## config.mk

```make
export PLATFORM = sky130hd
export DESIGN_NAME = uff_flow_ctrl
export DESIGN_NICKNAME = d
export VERILOG_FILES = /design/src/pkg/uff_pkg.sv /design/src/verilog/uff_flow_ctrl.sv
export SDC_FILE = /design/constraint.sdc
export NUM_CORES = 1
export LEC_CHECK = 0
export BUFFER_PORTS_ARGS = -buffer_cell sky130_fd_sc_hd__buf_4
export CAP_MARGIN = 15
export CORE_MARGIN = 1.5
export CORE_UTILIZATION = 60
export CTS_BUF_LIST = sky130_fd_sc_hd__clkbuf_8
export CTS_CLUSTER_DIAMETER = 60
export CTS_CLUSTER_SIZE = 8
export DETAILED_ROUTE_END_ITERATION = 7
export PLACE_DENSITY = 0.82
export SLEW_MARGIN = 20
export SYNTH_ARGS = -nofsm -noshare
export SYNTH_HDL_FRONTEND = slang
export SYNTH_SLANG_ARGS = --single-unit
```

## constraint.sdc

```tcl
create_clock -name clock -period 4.43 [get_ports clock]
set_input_delay 0.2215 -clock clock [delete_from_list [all_inputs] [get_ports clock]]
set_output_delay 0.2215 -clock clock [all_outputs]
set_load 0.01 [all_outputs]
```

## src/pkg/uff_pkg.sv

```systemverilog
// Shared constants and state types of the dual-channel FIFO flow control.
// Assumes one 40 MHz clock and a classic Wishbone register port.
package uff_pkg;

	// Byte offsets inside one channel window
	localparam logic [5:0] OFF_FIFO_CTRL    = 6'h00;
	localparam logic [5:0] OFF_ENH_FEATURE  = 6'h04;
	localparam logic [5:0] OFF_IRQ_ENABLE   = 6'h08;
	localparam logic [5:0] OFF_LINE_CTRL    = 6'h0C;
	localparam logic [5:0] OFF_AUX_FEATURE  = 6'h10;
	localparam logic [5:0] OFF_TX_IRQ_LEVEL = 6'h14;
	localparam logic [5:0] OFF_RX_IRQ_LEVEL = 6'h18;
	localparam logic [5:0] OFF_FLOW_HIGH    = 6'h1C;
	localparam logic [5:0] OFF_FLOW_LOW     = 6'h20;
	localparam logic [5:0] OFF_RESUME_FIRST = 6'h24;
	localparam logic [5:0] OFF_RESUME_SECOND = 6'h28;
	localparam logic [5:0] OFF_PAUSE_FIRST  = 6'h2C;
	localparam logic [5:0] OFF_PAUSE_SECOND = 6'h30;
	localparam logic [5:0] OFF_STATUS       = 6'h34;
	localparam int CHAN_SEL_BIT = 6;
	localparam int MAP_LIMIT_BIT = 7;

	// Field positions
	localparam int FCR_ENABLE = 0;
	localparam int EFR_TXSEL_EN = 4;
	localparam int EFR_SPECIAL = 5;
	localparam int EFR_AUTO_RTS = 6;
	localparam int EFR_AUTO_CTS = 7;
	localparam int IER_XOFF = 5;
	localparam int IER_CTS = 7;
	localparam int AUX_DSR_DTR = 2;
	localparam int ST_XOFF = 4;
	localparam int ST_CTS = 5;

	// Reset value of every control register
	localparam logic [7:0] CTRL_RESET = 8'h00;

	// Legacy 32-entry tables and word-length character masks, index 0 in the low byte
	localparam logic [3:0][7:0] LEGACY_RX_TRIG = {8'h1C, 8'h18, 8'h10, 8'h08};
	localparam logic [3:0][7:0] LEGACY_TX_TRIG = {8'h1E, 8'h18, 8'h08, 8'h10};
	localparam logic [3:0][7:0] LEGACY_RESUME  = {8'h17, 8'h0F, 8'h07, 8'h00};
	localparam logic [3:0][7:0] CHAR_MASK      = {8'hFF, 8'h7F, 8'h3F, 8'h1F};

	// Receive time-out in character times
	localparam logic [2:0] TIMEOUT_CHARS = 3'h4;

	typedef enum logic [1:0] {FLOW_IDLE, FLOW_FIRST, FLOW_SECOND} uff_flow_type;

	typedef struct packed {
		logic [7:0]   fifoCtrl;
		logic [7:0]   enhFeature;
		logic [7:0]   irqEnable;
		logic [7:0]   lineCtrl;
		logic [7:0]   auxFeature;
		logic [7:0]   txIrqLevel;
		logic [7:0]   rxIrqLevel;
		logic [7:0]   flowHighCount;
		logic [7:0]   flowLowCount;
		logic [7:0]   resumeFirst;
		logic [7:0]   resumeSecond;
		logic [7:0]   pauseFirst;
		logic [7:0]   pauseSecond;
		logic [1:0]   txSel;
		logic         extPrev;
		logic [1:0]   pinS1;
		logic [1:0]   pinS2;
		logic         flowInPrev;
		logic         xoffHold;
		logic         rxPaused;
		logic         heldValid;
		logic         heldIsPause;
		logic [7:0]   heldChar;
		logic         replayValid;
		logic [7:0]   replayChar;
		logic [2:0]   toCount;
		logic         rxTimeout;
		logic         flushOut;
		logic         rtsN;
		logic         dtrN;
		logic         txStop;
		logic         rxStore;
		logic [7:0]   rxStoreData;
		logic         flowValid;
		logic [7:0]   flowChar;
		logic         flowSentPause;
		uff_flow_type flowState;
		logic [7:0]   rxTrig;
		logic [7:0]   txTrig;
		logic         depth128;
		logic         ctsFlag;
		logic         xoffFlag;
	} uff_chan_type;

	typedef struct packed {
		logic              ack;
		logic [7:0]        rdData;
		uff_chan_type [1:0] ch;
	} uff_state_type;

endpackage

```

## src/verilog/uff_flow_ctrl.sv

```systemverilog
// FIFO trigger levels, FIFO flush and hardware/software flow control
// for two UART channels behind one classic Wishbone slave.
// Assumes the FIFOs, serializer and baud timing sit outside on this clock;
// the flow control pins arrive asynchronously.
//
// What this block does
// - Level registers all zero: 32-entry FIFOs, legacy trigger fields.
// - FIFO enable bit turns both data FIFOs on.
// - Transmit trigger select applies only while enhanced bit 4 is set.
// - Legacy levels: receive 8/16/24/28, transmit 16/8/24/30.
// - Legacy flow pauses at 8/16/24/28, resumes at 0/7/15/23.
// - Any level register nonzero: triggers from level registers, 1 to 128.
// - Effective FIFO size change flushes both FIFOs.
// - Enhanced bit 6 enables auto request-to-send, bit 7 clear-to-send.
// - Clear-to-send rise sets status bit 5 if enabled, halts transmit until low.
// - Aux bit 2 moves flow input to DSR, output to DTR.
// - Request-to-send drops at pause level; reception continues until full.
// - Extended pause and resume fills come from flow high and low counts.
// - Pause character match halts transmit, sets status bit 4 if enabled.
// - Resume character match restarts transmit, clears status bit 4.
// - Reset clears the four flow characters; any value writable after.
// - Double mode needs two consecutive matching characters.
// - Recognised flow characters are not stored.
// - Send pause when fill reaches the pause level, resume at or below the resume level.
// - Special detect stores a second-pause match, sets status bit 4 if enabled.
// - Comparisons use the 5 to 8 low bits set by word length.
// - Receive time-out after 4 idle character times with data waiting.
`timescale 1ns/1ps
`default_nettype none

module uff_flow_ctrl (
	input  wire logic             clock,
	input  wire logic             sys_rst,
	input  wire logic             wb_cyc_i,
	input  wire logic             wb_stb_i,
	input  wire logic             wb_we_i,
	input  wire logic [7:0]       wb_adr_i,
	input  wire logic [3:0]       wb_sel_i,
	input  wire logic [31:0]      wb_dat_i,
	output logic      [31:0]      wb_dat_o,
	output logic                  wb_ack_o,
	input  wire logic [1:0]       ctsPinN,
	input  wire logic [1:0]       dsrPinN,
	input  wire logic [1:0]       modemRtsN,
	input  wire logic [1:0]       modemDtrN,
	input  wire logic [1:0]       rxValid,
	input  wire logic [1:0][7:0]  rxData,
	input  wire logic [1:0][7:0]  rxCount,
	input  wire logic [1:0]       rxStopMid,
	input  wire logic [1:0]       rhrRead,
	input  wire logic [1:0]       charTick,
	input  wire logic [1:0]       flowTaken,
	output logic      [1:0]       rtsPinN,
	output logic      [1:0]       dtrPinN,
	output logic      [1:0]       txStop,
	output logic      [1:0]       fifoEnable,
	output logic      [1:0]       fifoFlush,
	output logic      [1:0]       depth128,
	output logic      [1:0][7:0]  rxTrigLevel,
	output logic      [1:0][7:0]  txTrigLevel,
	output logic      [1:0]       rxStore,
	output logic      [1:0][7:0]  rxStoreData,
	output logic      [1:0]       flowValid,
	output logic      [1:0][7:0]  flowChar,
	output logic      [1:0]       rxTimeout,
	output logic      [1:0]       ctsFlag,
	output logic      [1:0]       xoffFlag
);
	import uff_pkg::*;

	uff_state_type st_reg;
	uff_state_type st_next;

	logic [1:0]      ext;
	logic [1:0]      pauseNow;
	logic [1:0]      resumeNow;
	logic [1:0][7:0] rxTrigW;
	logic [1:0][7:0] txTrigW;
	logic [1:0][7:0] maskW;
	logic [1:0]      mOn1;
	logic [1:0]      mOn2;
	logic [1:0]      mOff1;
	logic [1:0]      mOff2;
	logic            busWr;
	logic            wr0Any;

	// Masked character compare
	function automatic logic charEq(input logic [7:0] a,
		input logic [7:0] b, input logic [7:0] m);
		charEq = ((a ^ b) & m) == 8'h00;
	endfunction

	assign busWr = wb_cyc_i & wb_stb_i & ~st_reg.ack & wb_we_i & wb_sel_i[0]
		& ~wb_adr_i[MAP_LIMIT_BIT];
	assign wr0Any = busWr & ~wb_adr_i[CHAN_SEL_BIT];

	// Per-channel levels, thresholds and character matches
	genvar g;
	generate
		for (g = 0; g < 2; g++) begin : gChan
			uff_chan_type c;
			assign c = st_reg.ch[g];
			assign ext[g] = |{c.txIrqLevel, c.rxIrqLevel,
				c.flowHighCount, c.flowLowCount};
			assign rxTrigW[g] = ext[g] ? c.rxIrqLevel
				: LEGACY_RX_TRIG[c.fifoCtrl[7:6]];
			assign txTrigW[g] = ext[g] ? c.txIrqLevel
				: LEGACY_TX_TRIG[c.txSel];
			assign pauseNow[g] = rxCount[g] >= (ext[g] ? c.flowHighCount
				: LEGACY_RX_TRIG[c.fifoCtrl[7:6]]);
			assign resumeNow[g] = rxCount[g] <= (ext[g] ? c.flowLowCount
				: LEGACY_RESUME[c.fifoCtrl[7:6]]);
			assign maskW[g] = CHAR_MASK[c.lineCtrl[1:0]];
			assign mOn1[g] = charEq(rxData[g], c.resumeFirst, maskW[g]);
			assign mOn2[g] = charEq(rxData[g], c.resumeSecond, maskW[g]);
			assign mOff1[g] = charEq(rxData[g], c.pauseFirst, maskW[g]);
			assign mOff2[g] = charEq(rxData[g], c.pauseSecond, maskW[g]);
			// Outputs straight from the state register
			assign rtsPinN[g] = c.rtsN;
			assign dtrPinN[g] = c.dtrN;
			assign txStop[g] = c.txStop;
			assign fifoEnable[g] = c.fifoCtrl[FCR_ENABLE];
			assign fifoFlush[g] = c.flushOut;
			assign depth128[g] = c.depth128;
			assign rxTrigLevel[g] = c.rxTrig;
			assign txTrigLevel[g] = c.txTrig;
			assign rxStore[g] = c.rxStore;
			assign rxStoreData[g] = c.rxStoreData;
			assign flowValid[g] = c.flowValid;
			assign flowChar[g] = c.flowChar;
			assign rxTimeout[g] = c.rxTimeout;
			assign ctsFlag[g] = c.ctsFlag;
			assign xoffFlag[g] = c.xoffFlag;
		end
	endgenerate

	assign wb_ack_o = st_reg.ack;
	assign wb_dat_o = {24'h00_0000, st_reg.rdData};

	// Next state of bus slave and both channels
	always_comb begin
		uff_chan_type cs;
		uff_chan_type rc;
		logic         wr;
		logic         set4;
		logic         set5;
		logic         clr4;
		logic         clr5;
		logic         hwClr4;
		logic         flowIn;
		logic         flowOut;
		logic         storeNow;
		logic [7:0]   storeChar;
		logic [1:0]   swRx;
		logic [1:0]   swTx;
		cs = '0;
		rc = '0;
		wr = 1'b0;
		set4 = 1'b0;
		set5 = 1'b0;
		clr4 = 1'b0;
		clr5 = 1'b0;
		hwClr4 = 1'b0;
		flowIn = 1'b0;
		flowOut = 1'b0;
		storeNow = 1'b0;
		storeChar = 8'h00;
		swRx = 2'b00;
		swTx = 2'b00;
		st_next = st_reg;

		// Single-cycle acknowledge, unmapped reads return zero
		st_next.ack = wb_cyc_i & wb_stb_i & ~st_reg.ack;
		rc = st_reg.ch[wb_adr_i[CHAN_SEL_BIT]];
		st_next.rdData = 8'h00;
		if (!wb_adr_i[MAP_LIMIT_BIT]) begin
			case (wb_adr_i[5:0])
				OFF_FIFO_CTRL:     st_next.rdData = rc.fifoCtrl;
				OFF_ENH_FEATURE:   st_next.rdData = rc.enhFeature;
				OFF_IRQ_ENABLE:    st_next.rdData = rc.irqEnable;
				OFF_LINE_CTRL:     st_next.rdData = rc.lineCtrl;
				OFF_AUX_FEATURE:   st_next.rdData = rc.auxFeature;
				OFF_TX_IRQ_LEVEL:  st_next.rdData = rc.txIrqLevel;
				OFF_RX_IRQ_LEVEL:  st_next.rdData = rc.rxIrqLevel;
				OFF_FLOW_HIGH:     st_next.rdData = rc.flowHighCount;
				OFF_FLOW_LOW:      st_next.rdData = rc.flowLowCount;
				OFF_RESUME_FIRST:  st_next.rdData = rc.resumeFirst;
				OFF_RESUME_SECOND: st_next.rdData = rc.resumeSecond;
				OFF_PAUSE_FIRST:   st_next.rdData = rc.pauseFirst;
				OFF_PAUSE_SECOND:  st_next.rdData = rc.pauseSecond;
				OFF_STATUS:        st_next.rdData = {2'b00, rc.ctsFlag,
					rc.xoffFlag, rc.depth128, rc.rxTimeout, rc.rtsN, rc.txStop};
				default:           st_next.rdData = 8'h00;
			endcase
		end

		for (int c = 0; c < 2; c++) begin
			cs = st_reg.ch[c];
			wr = busWr & (wb_adr_i[CHAN_SEL_BIT] == 1'(c));
			set4 = 1'b0;
			clr4 = 1'b0;
			clr5 = 1'b0;
			hwClr4 = 1'b0;
			storeNow = 1'b0;
			storeChar = rxData[c];

			// Register writes; flow characters accept any value
			if (wr) begin
				case (wb_adr_i[5:0])
					OFF_FIFO_CTRL:     cs.fifoCtrl = wb_dat_i[7:0];
					OFF_ENH_FEATURE:   cs.enhFeature = wb_dat_i[7:0];
					OFF_IRQ_ENABLE:    cs.irqEnable = wb_dat_i[7:0];
					OFF_LINE_CTRL:     cs.lineCtrl = wb_dat_i[7:0];
					OFF_AUX_FEATURE:   cs.auxFeature = wb_dat_i[7:0];
					OFF_TX_IRQ_LEVEL:  cs.txIrqLevel = wb_dat_i[7:0];
					OFF_RX_IRQ_LEVEL:  cs.rxIrqLevel = wb_dat_i[7:0];
					OFF_FLOW_HIGH:     cs.flowHighCount = wb_dat_i[7:0];
					OFF_FLOW_LOW:      cs.flowLowCount = wb_dat_i[7:0];
					OFF_RESUME_FIRST:  cs.resumeFirst = wb_dat_i[7:0];
					OFF_RESUME_SECOND: cs.resumeSecond = wb_dat_i[7:0];
					OFF_PAUSE_FIRST:   cs.pauseFirst = wb_dat_i[7:0];
					OFF_PAUSE_SECOND:  cs.pauseSecond = wb_dat_i[7:0];
					OFF_STATUS: begin
						clr4 = wb_dat_i[ST_XOFF];
						clr5 = wb_dat_i[ST_CTS];
					end
					default: ;
				endcase
			end
			swRx = st_reg.ch[c].enhFeature[1:0];
			swTx = st_reg.ch[c].enhFeature[3:2];

			// Transmit trigger select only follows while enabled
			if (st_reg.ch[c].enhFeature[EFR_TXSEL_EN]) begin
				cs.txSel = st_reg.ch[c].fifoCtrl[5:4];
			end

			// Flush on enable toggle or mode change
			cs.flushOut = (ext[c] != st_reg.ch[c].extPrev)
				| (cs.fifoCtrl[FCR_ENABLE]
				!= st_reg.ch[c].fifoCtrl[FCR_ENABLE]);
			cs.extPrev = ext[c];
			cs.depth128 = ext[c];
			cs.rxTrig = rxTrigW[c];
			cs.txTrig = txTrigW[c];

			// Receive fill hysteresis; storing is never gated here
			if (pauseNow[c]) begin
				cs.rxPaused = 1'b1;
			end else if (resumeNow[c]) begin
				cs.rxPaused = 1'b0;
			end

			// Flow input synchroniser and selection
			cs.pinS1 = {dsrPinN[c], ctsPinN[c]};
			cs.pinS2 = st_reg.ch[c].pinS1;
			flowIn = st_reg.ch[c].auxFeature[AUX_DSR_DTR]
				? st_reg.ch[c].pinS2[1] : st_reg.ch[c].pinS2[0];
			cs.flowInPrev = flowIn;
			set5 = flowIn & ~st_reg.ch[c].flowInPrev
				& st_reg.ch[c].enhFeature[EFR_AUTO_CTS]
				& st_reg.ch[c].irqEnable[IER_CTS];

			// Replay of a character that broke a double sequence
			cs.replayValid = 1'b0;
			if (st_reg.ch[c].replayValid) begin
				storeNow = 1'b1;
				storeChar = st_reg.ch[c].replayChar;
			end

			// Received character matching
			if (rxValid[c]) begin
				if (swRx == 2'b00) begin
					storeNow = 1'b1;
					cs.heldValid = 1'b0;
				end else if (swRx != 2'b11) begin
					if (swRx[1] ? mOff1[c] : mOff2[c]) begin
						cs.xoffHold = 1'b1;
						set4 = st_reg.ch[c].irqEnable[IER_XOFF];
					end else if (swRx[1] ? mOn1[c] : mOn2[c]) begin
						cs.xoffHold = 1'b0;
						hwClr4 = 1'b1;
					end else begin
						storeNow = 1'b1;
					end
				end else if (st_reg.ch[c].heldValid) begin
					cs.heldValid = 1'b0;
					if (st_reg.ch[c].heldIsPause && mOff2[c]) begin
						cs.xoffHold = 1'b1;
						set4 = st_reg.ch[c].irqEnable[IER_XOFF];
					end else if (!st_reg.ch[c].heldIsPause && mOn2[c]) begin
						cs.xoffHold = 1'b0;
						hwClr4 = 1'b1;
					end else begin
						storeNow = 1'b1;
						storeChar = st_reg.ch[c].heldChar;
						cs.replayValid = 1'b1;
						cs.replayChar = rxData[c];
					end
				end else if (mOff1[c] || mOn1[c]) begin
					cs.heldValid = 1'b1;
					cs.heldIsPause = mOff1[c];
					cs.heldChar = rxData[c];
				end else begin
					storeNow = 1'b1;
				end
			end
			if (swRx == 2'b00) begin
				cs.xoffHold = 1'b0;
			end

			// Special character still goes to the FIFO
			if (storeNow && st_reg.ch[c].enhFeature[EFR_SPECIAL]
				&& charEq(storeChar, st_reg.ch[c].pauseSecond, maskW[c])) begin
				set4 = set4 | st_reg.ch[c].irqEnable[IER_XOFF];
			end
			cs.rxStore = storeNow;
			cs.rxStoreData = storeChar;

			// Sticky status, set wins over clear
			cs.xoffFlag = (st_reg.ch[c].xoffFlag & ~clr4 & ~hwClr4) | set4;
			cs.ctsFlag = (st_reg.ch[c].ctsFlag & ~clr5) | set5;

			// Transmit halt from selected flow input (clear-to-send or DSR) or pause character
			cs.txStop = (flowIn & st_reg.ch[c].enhFeature[EFR_AUTO_CTS])
				| cs.xoffHold;

			// Receive time-out over character ticks
			if (rxStopMid[c] || rhrRead[c] || rxCount[c] == 8'h00) begin
				cs.toCount = 3'h0;
				cs.rxTimeout = 1'b0;
			end else if (charTick[c] && st_reg.ch[c].toCount != TIMEOUT_CHARS) begin
				cs.toCount = st_reg.ch[c].toCount + 3'h1;
				cs.rxTimeout = (st_reg.ch[c].toCount + 3'h1) == TIMEOUT_CHARS;
			end

			// Pause/resume character sender
			case (st_reg.ch[c].flowState)
				FLOW_IDLE: begin
					if (swTx != 2'b00
						&& st_reg.ch[c].rxPaused != st_reg.ch[c].flowSentPause) begin
						cs.flowSentPause = st_reg.ch[c].rxPaused;
						cs.flowState = FLOW_FIRST;
						cs.flowValid = 1'b1;
						if (st_reg.ch[c].rxPaused) begin
							cs.flowChar = (swTx == 2'b01) ? st_reg.ch[c].pauseSecond
								: st_reg.ch[c].pauseFirst;
						end else begin
							cs.flowChar = (swTx == 2'b01) ? st_reg.ch[c].resumeSecond
								: st_reg.ch[c].resumeFirst;
						end
					end
				end
				FLOW_FIRST: begin
					if (flowTaken[c] && swTx == 2'b11) begin
						cs.flowState = FLOW_SECOND;
						cs.flowChar = st_reg.ch[c].flowSentPause
							? st_reg.ch[c].pauseSecond : st_reg.ch[c].resumeSecond;
					end else if (flowTaken[c]) begin
						cs.flowState = FLOW_IDLE;
						cs.flowValid = 1'b0;
					end
				end
				FLOW_SECOND: begin
					if (flowTaken[c]) begin
						cs.flowState = FLOW_IDLE;
						cs.flowValid = 1'b0;
					end
				end
				default: begin
					cs.flowState = FLOW_IDLE;
					cs.flowValid = 1'b0;
				end
			endcase

			// Request-to-send or terminal-ready output
			flowOut = st_reg.ch[c].enhFeature[EFR_AUTO_RTS] ? cs.rxPaused
				: (cs.auxFeature[AUX_DSR_DTR] ? modemDtrN[c] : modemRtsN[c]);
			cs.rtsN = cs.auxFeature[AUX_DSR_DTR] ? modemRtsN[c] : flowOut;
			cs.dtrN = cs.auxFeature[AUX_DSR_DTR] ? flowOut : modemDtrN[c];
			st_next.ch[c] = cs;
		end
	end

	// State register, all zero after reset
	always_ff @(posedge clock) begin
		if (sys_rst) begin
			st_reg <= '0;
		end else begin
			st_reg <= st_next;
		end
	end
endmodule

`default_nettype wire
```

# Yosys cells after proc, flatten, opt, wreduce, memory -nomap -nowiden
# Index checks and enable logic that the tools add are counted.
# W data, S select, Z words.
# totals
input_bits	99
ff_bits	369
# classes
reduce_logical	88
bitwise_logic	74
eq_ne	41
add_sub_neg	2
n_mux	201
n_lt_le_gt_ge	11
# ops
op	count
$mux W8	64
$mux W181	2
$mux W97	2
$bmux W8 S2	8
$pmux W8 S14	1
$mux W1	100
$logic_not A8 Y1	12
$and A8 B8 Y8	10
$xor A8 B8 Y8	10
$mux W9	8
$reduce_and A2 Y1	32
$reduce_or A32 Y1	2
$mux W19	2
$eq A6 B6 Y1 const B	6
$pmux W8 S2	2
$eq A6 B5 Y1 const B	4
$mux W12	2
$not A1 Y1	23
$and A1 B1 Y1	21
$mux W10	2
$ne A2 B2 Y1 const B	10
$lt A2 B3 Y1 const B	6
$ge A8 B8 Y1	2
$le A8 B8 Y1	2
24 further kinds	84

# Depth between registers and ports, before layout
# Gate-level depths: netlist of run 1.
# depth
depth_word	17
ltp_mapped	15

# Least setup slack after synthesis of run 1
# Ideal clock, no wire load.
# synth_path
path_kind	reg-to-reg
startpoint	register st_reg (netlist bit gChan[1].c[137])
endpoint	register st_reg (netlist bit rtsPinN[1])
setup_ns	0.138
t_required_ns	4.292
n_path_buf	1
arrival_ns	2.991
path_stages_with_launch	16
path_slack_ns	1.302
synth_period_minus_slack_ns	3.128
cell_sequence	dfxtp_1 nor4_1 nand4_1 nor2_1 clkbuf_1 o21a_1 nor2_1 ha_1 nor2b_1 o21a_1 o21a_1 o21ai_0 nand2b_1 a221o_1 a311oi_1 a311oi_1
# synth_via
elab_chain_len	7
elab_cells_between_ends	9
cone_classes	2 x order compare; 6 x mux; 1 x reduce/logical
# synth_rtl
element	line	source
from (decl)	uff_flow_ctrl.sv:71	uff_state_type st_reg;
from (signal assigned)	uff_flow_ctrl.sv:390	st_reg <= st_next;
$reduce_or A32 Y1 (*)	uff_flow_ctrl.sv:103	assign ext[g] = |{c.txIrqLevel, c.rxIrqLevel,
$mux W8	uff_flow_ctrl.sv:111	assign resumeNow[g] = rxCount[g] <= (ext[g] ? c.flowLowCount
$le A8 B8 Y1	uff_flow_ctrl.sv:111	
$mux W1	uff_flow_ctrl.sv:250	end else if (resumeNow[c]) begin
$mux W1 (*)	uff_flow_ctrl.sv:248	if (pauseNow[c]) begin
$mux W1 (*)	uff_flow_ctrl.sv:377	flowOut = st_reg.ch[c].enhFeature[EFR_AUTO_RTS] ? cs.rxPaused
$mux W1 (*)	uff_flow_ctrl.sv:379	cs.rtsN = cs.auxFeature[AUX_DSR_DTR] ? modemRtsN[c] : flowOut;
# Every way passes the cells marked *; elsewhere a longest branch is shown, timed or not.
# A chain may end at the register's enable or synchronous reset.

# Final worst setup path of run 1
# layout_path
startpoint	register st_reg (netlist bit gChan[0].c[113])
endpoint	register st_reg (netlist bit rtsPinN[0])
# layout_via
elab_chain_len	7
elab_cells_between_ends	9
cone_classes	2 x order compare; 6 x mux; 1 x reduce/logical
# layout_rtl
element	line
$reduce_or A32 Y1	uff_flow_ctrl.sv:103
$mux W8	uff_flow_ctrl.sv:111
$le A8 B8 Y1	uff_flow_ctrl.sv:111
$mux W1	uff_flow_ctrl.sv:250
$mux W1 (*)	uff_flow_ctrl.sv:248
$mux W1 (*)	uff_flow_ctrl.sv:377
$mux W1 (*)	uff_flow_ctrl.sv:379
# Marked as above.

==> results of run 1 <==
-- power breakdown --
group	switching (uW)	internal, uW
logic	282	171
clock network	1230	1080
registers	12.9	3340
total	1530	4590
-- cells in the final DEF (no fill, tap or decap), drive strengths merged, types with 19 or more instances in the layout --
master | Yosys | layout
a211oi | 29 | 29
a21oi | 198 | 198
a22oi | 41 | 41
and2 | 19 | 19
buf | 150 | 193
clkbuf | 114 | 55
conb | 1 | 24
dfxtp | 369 | 369
dlygate4sd3 | 0 | 36
ha | 52 | 52
inv | 42 | 44
mux2 | 31 | 31
mux2i | 163 | 163
nand2 | 223 | 223
nand2b | 27 | 27
nand3 | 116 | 116
nand4 | 23 | 23
nor2 | 243 | 243
nor2b | 20 | 20
nor3 | 25 | 25
nor4 | 29 | 29
o21ai | 71 | 71
o22ai | 22 | 22
xnor2 | 33 | 33
xor2 | 45 | 45
-- per-stage QoR --
step | util [%] | setup WS, ps
2_1_floorplan | - | 1300
3_3_place_gp | 62.7 | 1010
3_5_place_dp | 62.7 | 1000
4_1_cts | 66.3 | 975
5_1_grt | 66.3 | 682
6_report | 66.3 | 912
-- final cells by class --
class,instances,share of cell area [%]
repair buffers,230,8.82
flip-flops and latches,369,35.5
well taps,402,2.42
inverters,42,0.757
diodes,2,0.0240
clock buffers,54,3.57
clock inverters,5,0.132
multi-input cells,1585,48.8
-- worst min-delay path, delay by kind of cell --
family	cells	cell delay, ps
buffers and inverters	1	110
and+or+nand+nor	2	290
-- logic make-up (layout without fill, tap and decap cells) --
kind of cell               Yosys count  after routing  synth area share, %
AOI/OAI and AO/OA                  465            465                 15.2
xor gates and xnor gates            78             78                 3.59
adders and majority gates           52             52                 3.42
buffers and inverters              306            331                 8.41
DFF                                369            369                 38.8
muxes                              211            211                 12.5
other                                1             26               0.0197
and+or+nand+nor                    755            755                 18.1
-- layer usage --
metal | routed length [um] | vias up | global-route usage, %
met5 | 0 | - | 0
met4 | 2860 | 0 | 15.2
met3 | 7690 | 210 | 9.39
met2 | 25600 | 1177 | 54.0
met1 | 23700 | 8036 | 47.0
li1 | - | 7802 | -
-- what timing repair did --
action / in CTS / in global routing
hold buffers: 36 / 0
gates resized for setup: 0 / 0
hold endpoints to repair: 53 / 0
-- flip-flops by register name, indices dropped and copies added (netlist names) --
register	flops
gChan.c	274
flowChar	16
rxStoreData	16
rxTrigLevel	16
txTrigLevel	16
wb_dat_o	8
ctsFlag	2
depth128	2
dtrPinN	2
fifoEnable	2
fifoFlush	2
flowValid	2
rtsPinN	2
rxStore	2
rxTimeout	2
txStop	2
xoffFlag	2
wb_ack_o	1
-- worst min path at each step --
| stage | from | to | slack (ps) | cells after the start |
|---|---|---|---|---|
| after CTS | wb_stb_i | wb_ack_o$_SDFF_PP0_ | 50 | 3 |
| after global routing | wb_dat_i[7] | gChan[1].c[108]$_SDFFE_PP0P_ | 80 | 3 |
| final | wb_stb_i | wb_ack_o$_SDFF_PP0_ | 80 | 3 |
| after detailed placement | gChan[1].c[73]$_SDFF_PP0_ | gChan[1].c[71]$_SDFF_PP0_ | 420 | 1 |
| after floorplan | charTick[0] | gChan[0].c[47]$_SDFFE_PP0P_ | 340 | 1 |
| after global placement | gChan[1].c[73]$_SDFF_PP0_ | gChan[1].c[71]$_SDFF_PP0_ | 430 | 1 |
==> metrics, run 1 <==
cells after synthesis 2237; RSZ-0062 raised after global routing no; # IOs 218; Synth area leaders dfxtp_1 39%, mux2i_1 8.5%, a21oi_1 5.2%, nor2_1 4.8%, buf_4 4.5%; Slew Limit Fails 0; crit path buf inv count 2; via/cell ratio 6.41; setup TNS 0 ps; Worst-Margin Slew 1130 ps; Yosys top cell area share 38.8%; Crit. path cell count 16; Hold Vio Cnt, Final 0; # DRC 0; Lkg Pwr around 0.0076 uW; fin nets roughly 2.4k; skew final 47.2 ps; Req. time, crit path 4870 ps; Avg WL per Cell 22.2 um; HP Class in2reg; Synth Register Bits approximately 370; dpl hpwl 41200 um; Die Span X 181 um; fin area 20800 sq um; CP top delay family compound AO/OA/AOI/OAI gates; drt pass-1 iters 8; final non-filler cell total 2689; initial drt markers 2317; initial antenna violation count 2; vias in the first global route 16.1k; Multi-input gate area between 10000 and 15000 sq um; status completed; htree depth 2; R2R Setup Slk about 910 ps; Worst EP arrival just under 4000 ps; FF+latch area 7390 sq um; vias 17.2k; post-layout minimum cycle time 3520 ps; crit path to rtsPinN[0]$_SDFF_PP0_; maximum root-to-sink buffer count 3; largest net degree at the start of global routing 145; Syn Area/Cell 8.52 sq um; TritonCTS Buffers 52; Die Y ~180 um; clock root buffer clkbuf_8; PD cells 294 nW/um^2; Final setup viols 0; antenna-violating nets left 0; crit path launch gChan[0].c[113]$_SDFFE_PP0P_; EDFF count, synth 0; Routability Congestion 1.02; clock latency at the later pin of the worst-skew pair 610 ps; area grow syn2layout 9.33%; total wire length 59800 um; core footprint 31400 sq um; most area-hungry cell type in the Yosys netlist dfxtp_1; IO buf count roughly 170; commonest cells in the netlist 369 x dfxtp_1, 242 x nor2_1, 223 x nand2_1, 198 x a21oi_1, 161 x mux2i_1; CP peak stage delay 410 ps; Tot Pwr 6120 uW; most common cell in the netlist dfxtp_1; placed cell areas 19700 sq um; share of post-route cells with drive strength above 1 roughly 14%; Reg2Reg Depth 16; max_slew headroom 24.2%; postcts setup bufs 0; Post-Syn Area 19000 sq um; Setup crit end kind register; grt ovf 0; max cap viols 0; critical path peak fanout 15; crit-path cells nor4_1, nand4_1, nor2_1, buf_4, o21ai_0, nor2b_1, ha_1, nor2b_1, o21a_1, o21a_1, o21ai_0, nand2b_1, a221o_1, a311oi_1, buf_4, a311oi_1; CTS tree built; Seq/Total Area, Yosys roughly two fifths; Fin Hold WS 77.5 ps; Std-Cell Rows 65; ys async rst share 0%; Die Area 32800 sq um; RR Startpoint gChan[0].c[113]$_SDFFE_PP0P_; crit start category register; FILL cells 2587; FF-to-FF End rtsPinN[0]$_SDFF_PP0_; Total Routing Usage GR 35.3%; Placed Cells about 2.6k; Primary FF master, synth dfxtp_1; CTS clk-pin slew, worst paths 70 ps; maximum clock rate 284 MHz; library cells used by synthesis 69; clk sinks approximately 370; CP Class reg2reg; Final period util 79.4%; VDD IR-drop max 237 uV; Slowest cell on crit path nor4_1; Initial Util 60.7%; first-pass GRT wire length ~91000 um; yosys warns 0
Power figures use the tool's default switching activity.
==> run 2: changes to the inputs <==
CORE_UTILIZATION = 55   (was 60)
PLACE_DENSITY = 0.79   (was 0.82)
clock period = 2.94 ns   (was 4.43 ns; I/O delays follow)
==> metrics, run 2 (same netlist as run 1, synthesis figures left out) <==
status complete, but fails checks; failing checks design-rule violations, negative setup slack; via/cell ratio 6.19 (-3.3%); Setup crit end kind register; CP Class reg2reg; Comb power frac 7.8% (+0.4 points); clock latency at the later pin of the worst-skew pair 640 ps (+30 ps); critical path peak fanout 3 (-12); HP Class in2reg; placed cell areas 20800 sq um (+5.8%); Die Area 35800 sq um (+8.9%); max reg flops 274 (unchanged); initial antenna violation count 2 (unchanged); Hold Vio Cnt, Final 0 (unchanged); IO buf count 166 (unchanged); highest-count cells in the layout ignoring fill and taps 362 x dfxtp_1, 338 x buf_4, 241 x nor2_1; Clk pwr share 38.4% (+0.6 points); Total Routing Usage GR 35.5% (+0.13 points); antenna-violating nets left 0 (unchanged); final setup margin -218 ps (-1130 ps); fin area 22800 sq um (+9.7%); vias in the first global route 17.3k (+7.3%); Worst-Margin Slew 954 ps (-178 ps); clk sinks 369 (unchanged); Worst EP arrival 3630 ps (-330 ps); largest net degree at the start of global routing 124 (-14%); area grow syn2layout 19.9%; htree depth 2 (unchanged); Req. time, crit path 3410 ps (-1460 ps); Initial Util 56.4% (-4.3 points); TritonCTS Buffers 53 (+1.9%); CTS clk-pin slew, worst paths 60 ps (about the same); fin nets 2644 (+8.8%); crit start category register; VDD IR-drop max 294 uV (+24%); commonest non-fill, non-tap cell in the layout dfxtp_1; total wire length 65400 um (+9.3%); RSZ-0062 raised after global routing yes; vias 18.3k (+6.1%); clock root buffer clkbuf_8; Routability Congestion 0.996 (-2.1%); dpl hpwl 45100 um (+9.6%); post-layout minimum cycle time 3160 ps (-360 ps); Final period util 107% (+28 points); core footprint 33800 sq um (+7.6%); Die Y 189 um (+4.4%); Final setup viols 6 (+6); # IOs 218 (unchanged); max cap viols 0 (unchanged); first-pass GRT wire length 98300 um (+7.7%); Avg WL per Cell 22.2 um (-0.33%); internal power component 7030 uW (+53%); share of post-route cells with drive strength above 1 19.8% (+5.9 points); Die Span X 189 um (+4.4%); grt ovf 0 (unchanged); final non-filler cell total 2950 (+9.7%); skew final 26.8 ps (-20.4 ps); Placed Cells 2779 (+7.3%); initial drt markers 2573 (+11%); maximum root-to-sink buffer count 3 (unchanged); # DRC 2 (+2); PD cells 411 nW/um^2 (+40%); Lkg Pwr 0.00882 uW (+17%); drt pass-1 iters 8 (unchanged); Net Sw Frac 25.2% (+0.24 points); Std-Cell Rows 67 (+3.1%); Slew Limit Fails 0 (unchanged); Flop pwr share 53.7% (-1.1 points); max_slew headroom 36.2% (+12 points); net switching power 2370 uW (+55%); maximum clock rate 317 MHz (+11%); post-layout util 67.6% (+1.3 points); R2R Setup Slk -220 ps (-1130 ps); CTS tree built
[run 2: final timing paths]
kind	cells after the start	to	start
max	15	rtsPinN[1]$_SDFF_PP0_	gChan[1].c[116]$_SDFFE_PP0P_
min	2	xoffFlag[1]$_SDFF_PP0_	sys_rst
min reg2reg	1	gChan[0].c[71]$_SDFF_PP0_	gChan[0].c[73]$_SDFF_PP0_
max reg2reg	15	rtsPinN[1]$_SDFF_PP0_	gChan[1].c[116]$_SDFFE_PP0P_
[run 2: critical path, cell delays in order, from the launching register on]
cell,delay [ps]
dfxtp_2,340
nor4_4,310
nand4_1,190
nor2_2,200
o21a_1,160
nor2_1,50
ha_1,290
nor2b_4,130
o21a_1,160
o21a_1,180
o21ai_2,110
nand2b_1,60
a221o_1,300
a311oi_2,240
buf_4,200
a311oi_1,100
[run 2: layout make-up]
class                      instances  area (sq um)
multi-input combinational       1585         10300
fill                            2698         10900
sequential                       369          7400
tap                              448           561
antenna                            3          7.51
clock inverter                     4          26.3
inverter                          42           158
clock buffer                      57           785
timing repair buffer             442          3610
[run 2: layer usage]
layer | share of wire [%] | track usage [%]
met5 | 0.018 | 0
met3 | 12 | 10.1
met4 | 5.0 | 16.4
met2 | 43 | 54.4
met1 | 40 | 46.1
[run 2: through the flow]
step | TNS, ps | hold slack, ps | total power (uW) | worst slack [ps]
2_1_floorplan | -4.72 | 263 | 5600 | -4.72
3_3_place_gp | -908 | 372 | 5800 | -176
3_5_place_dp | -1330 | 375 | 5810 | -256
4_1_cts | -635 | 0.841 | 9390 | -150
5_1_grt | -1750 | 68.3 | 9650 | -338
6_report | -889 | 44.2 | 9390 | -218
[run 2: repair_timing]
item,4_1_cts,5_1_grt
hold endpoints to repair,180,0
pin swaps,6,7
endpoints found under the setup margin,6,21
resized for setup,16,16
hold buffers,100,0
buffers inserted,1,6
[run 2: power by group through the flow]
stage          clock network (uW)  registers, uW  logic (uW)
5_1_grt                      3830           5050         773
2_1_floorplan                   0           5150         448
3_5_place_dp                    0           5160         652
3_3_place_gp                    0           5160         644
6_report                     3610           5050         737
4_1_cts                      3630           5050         707
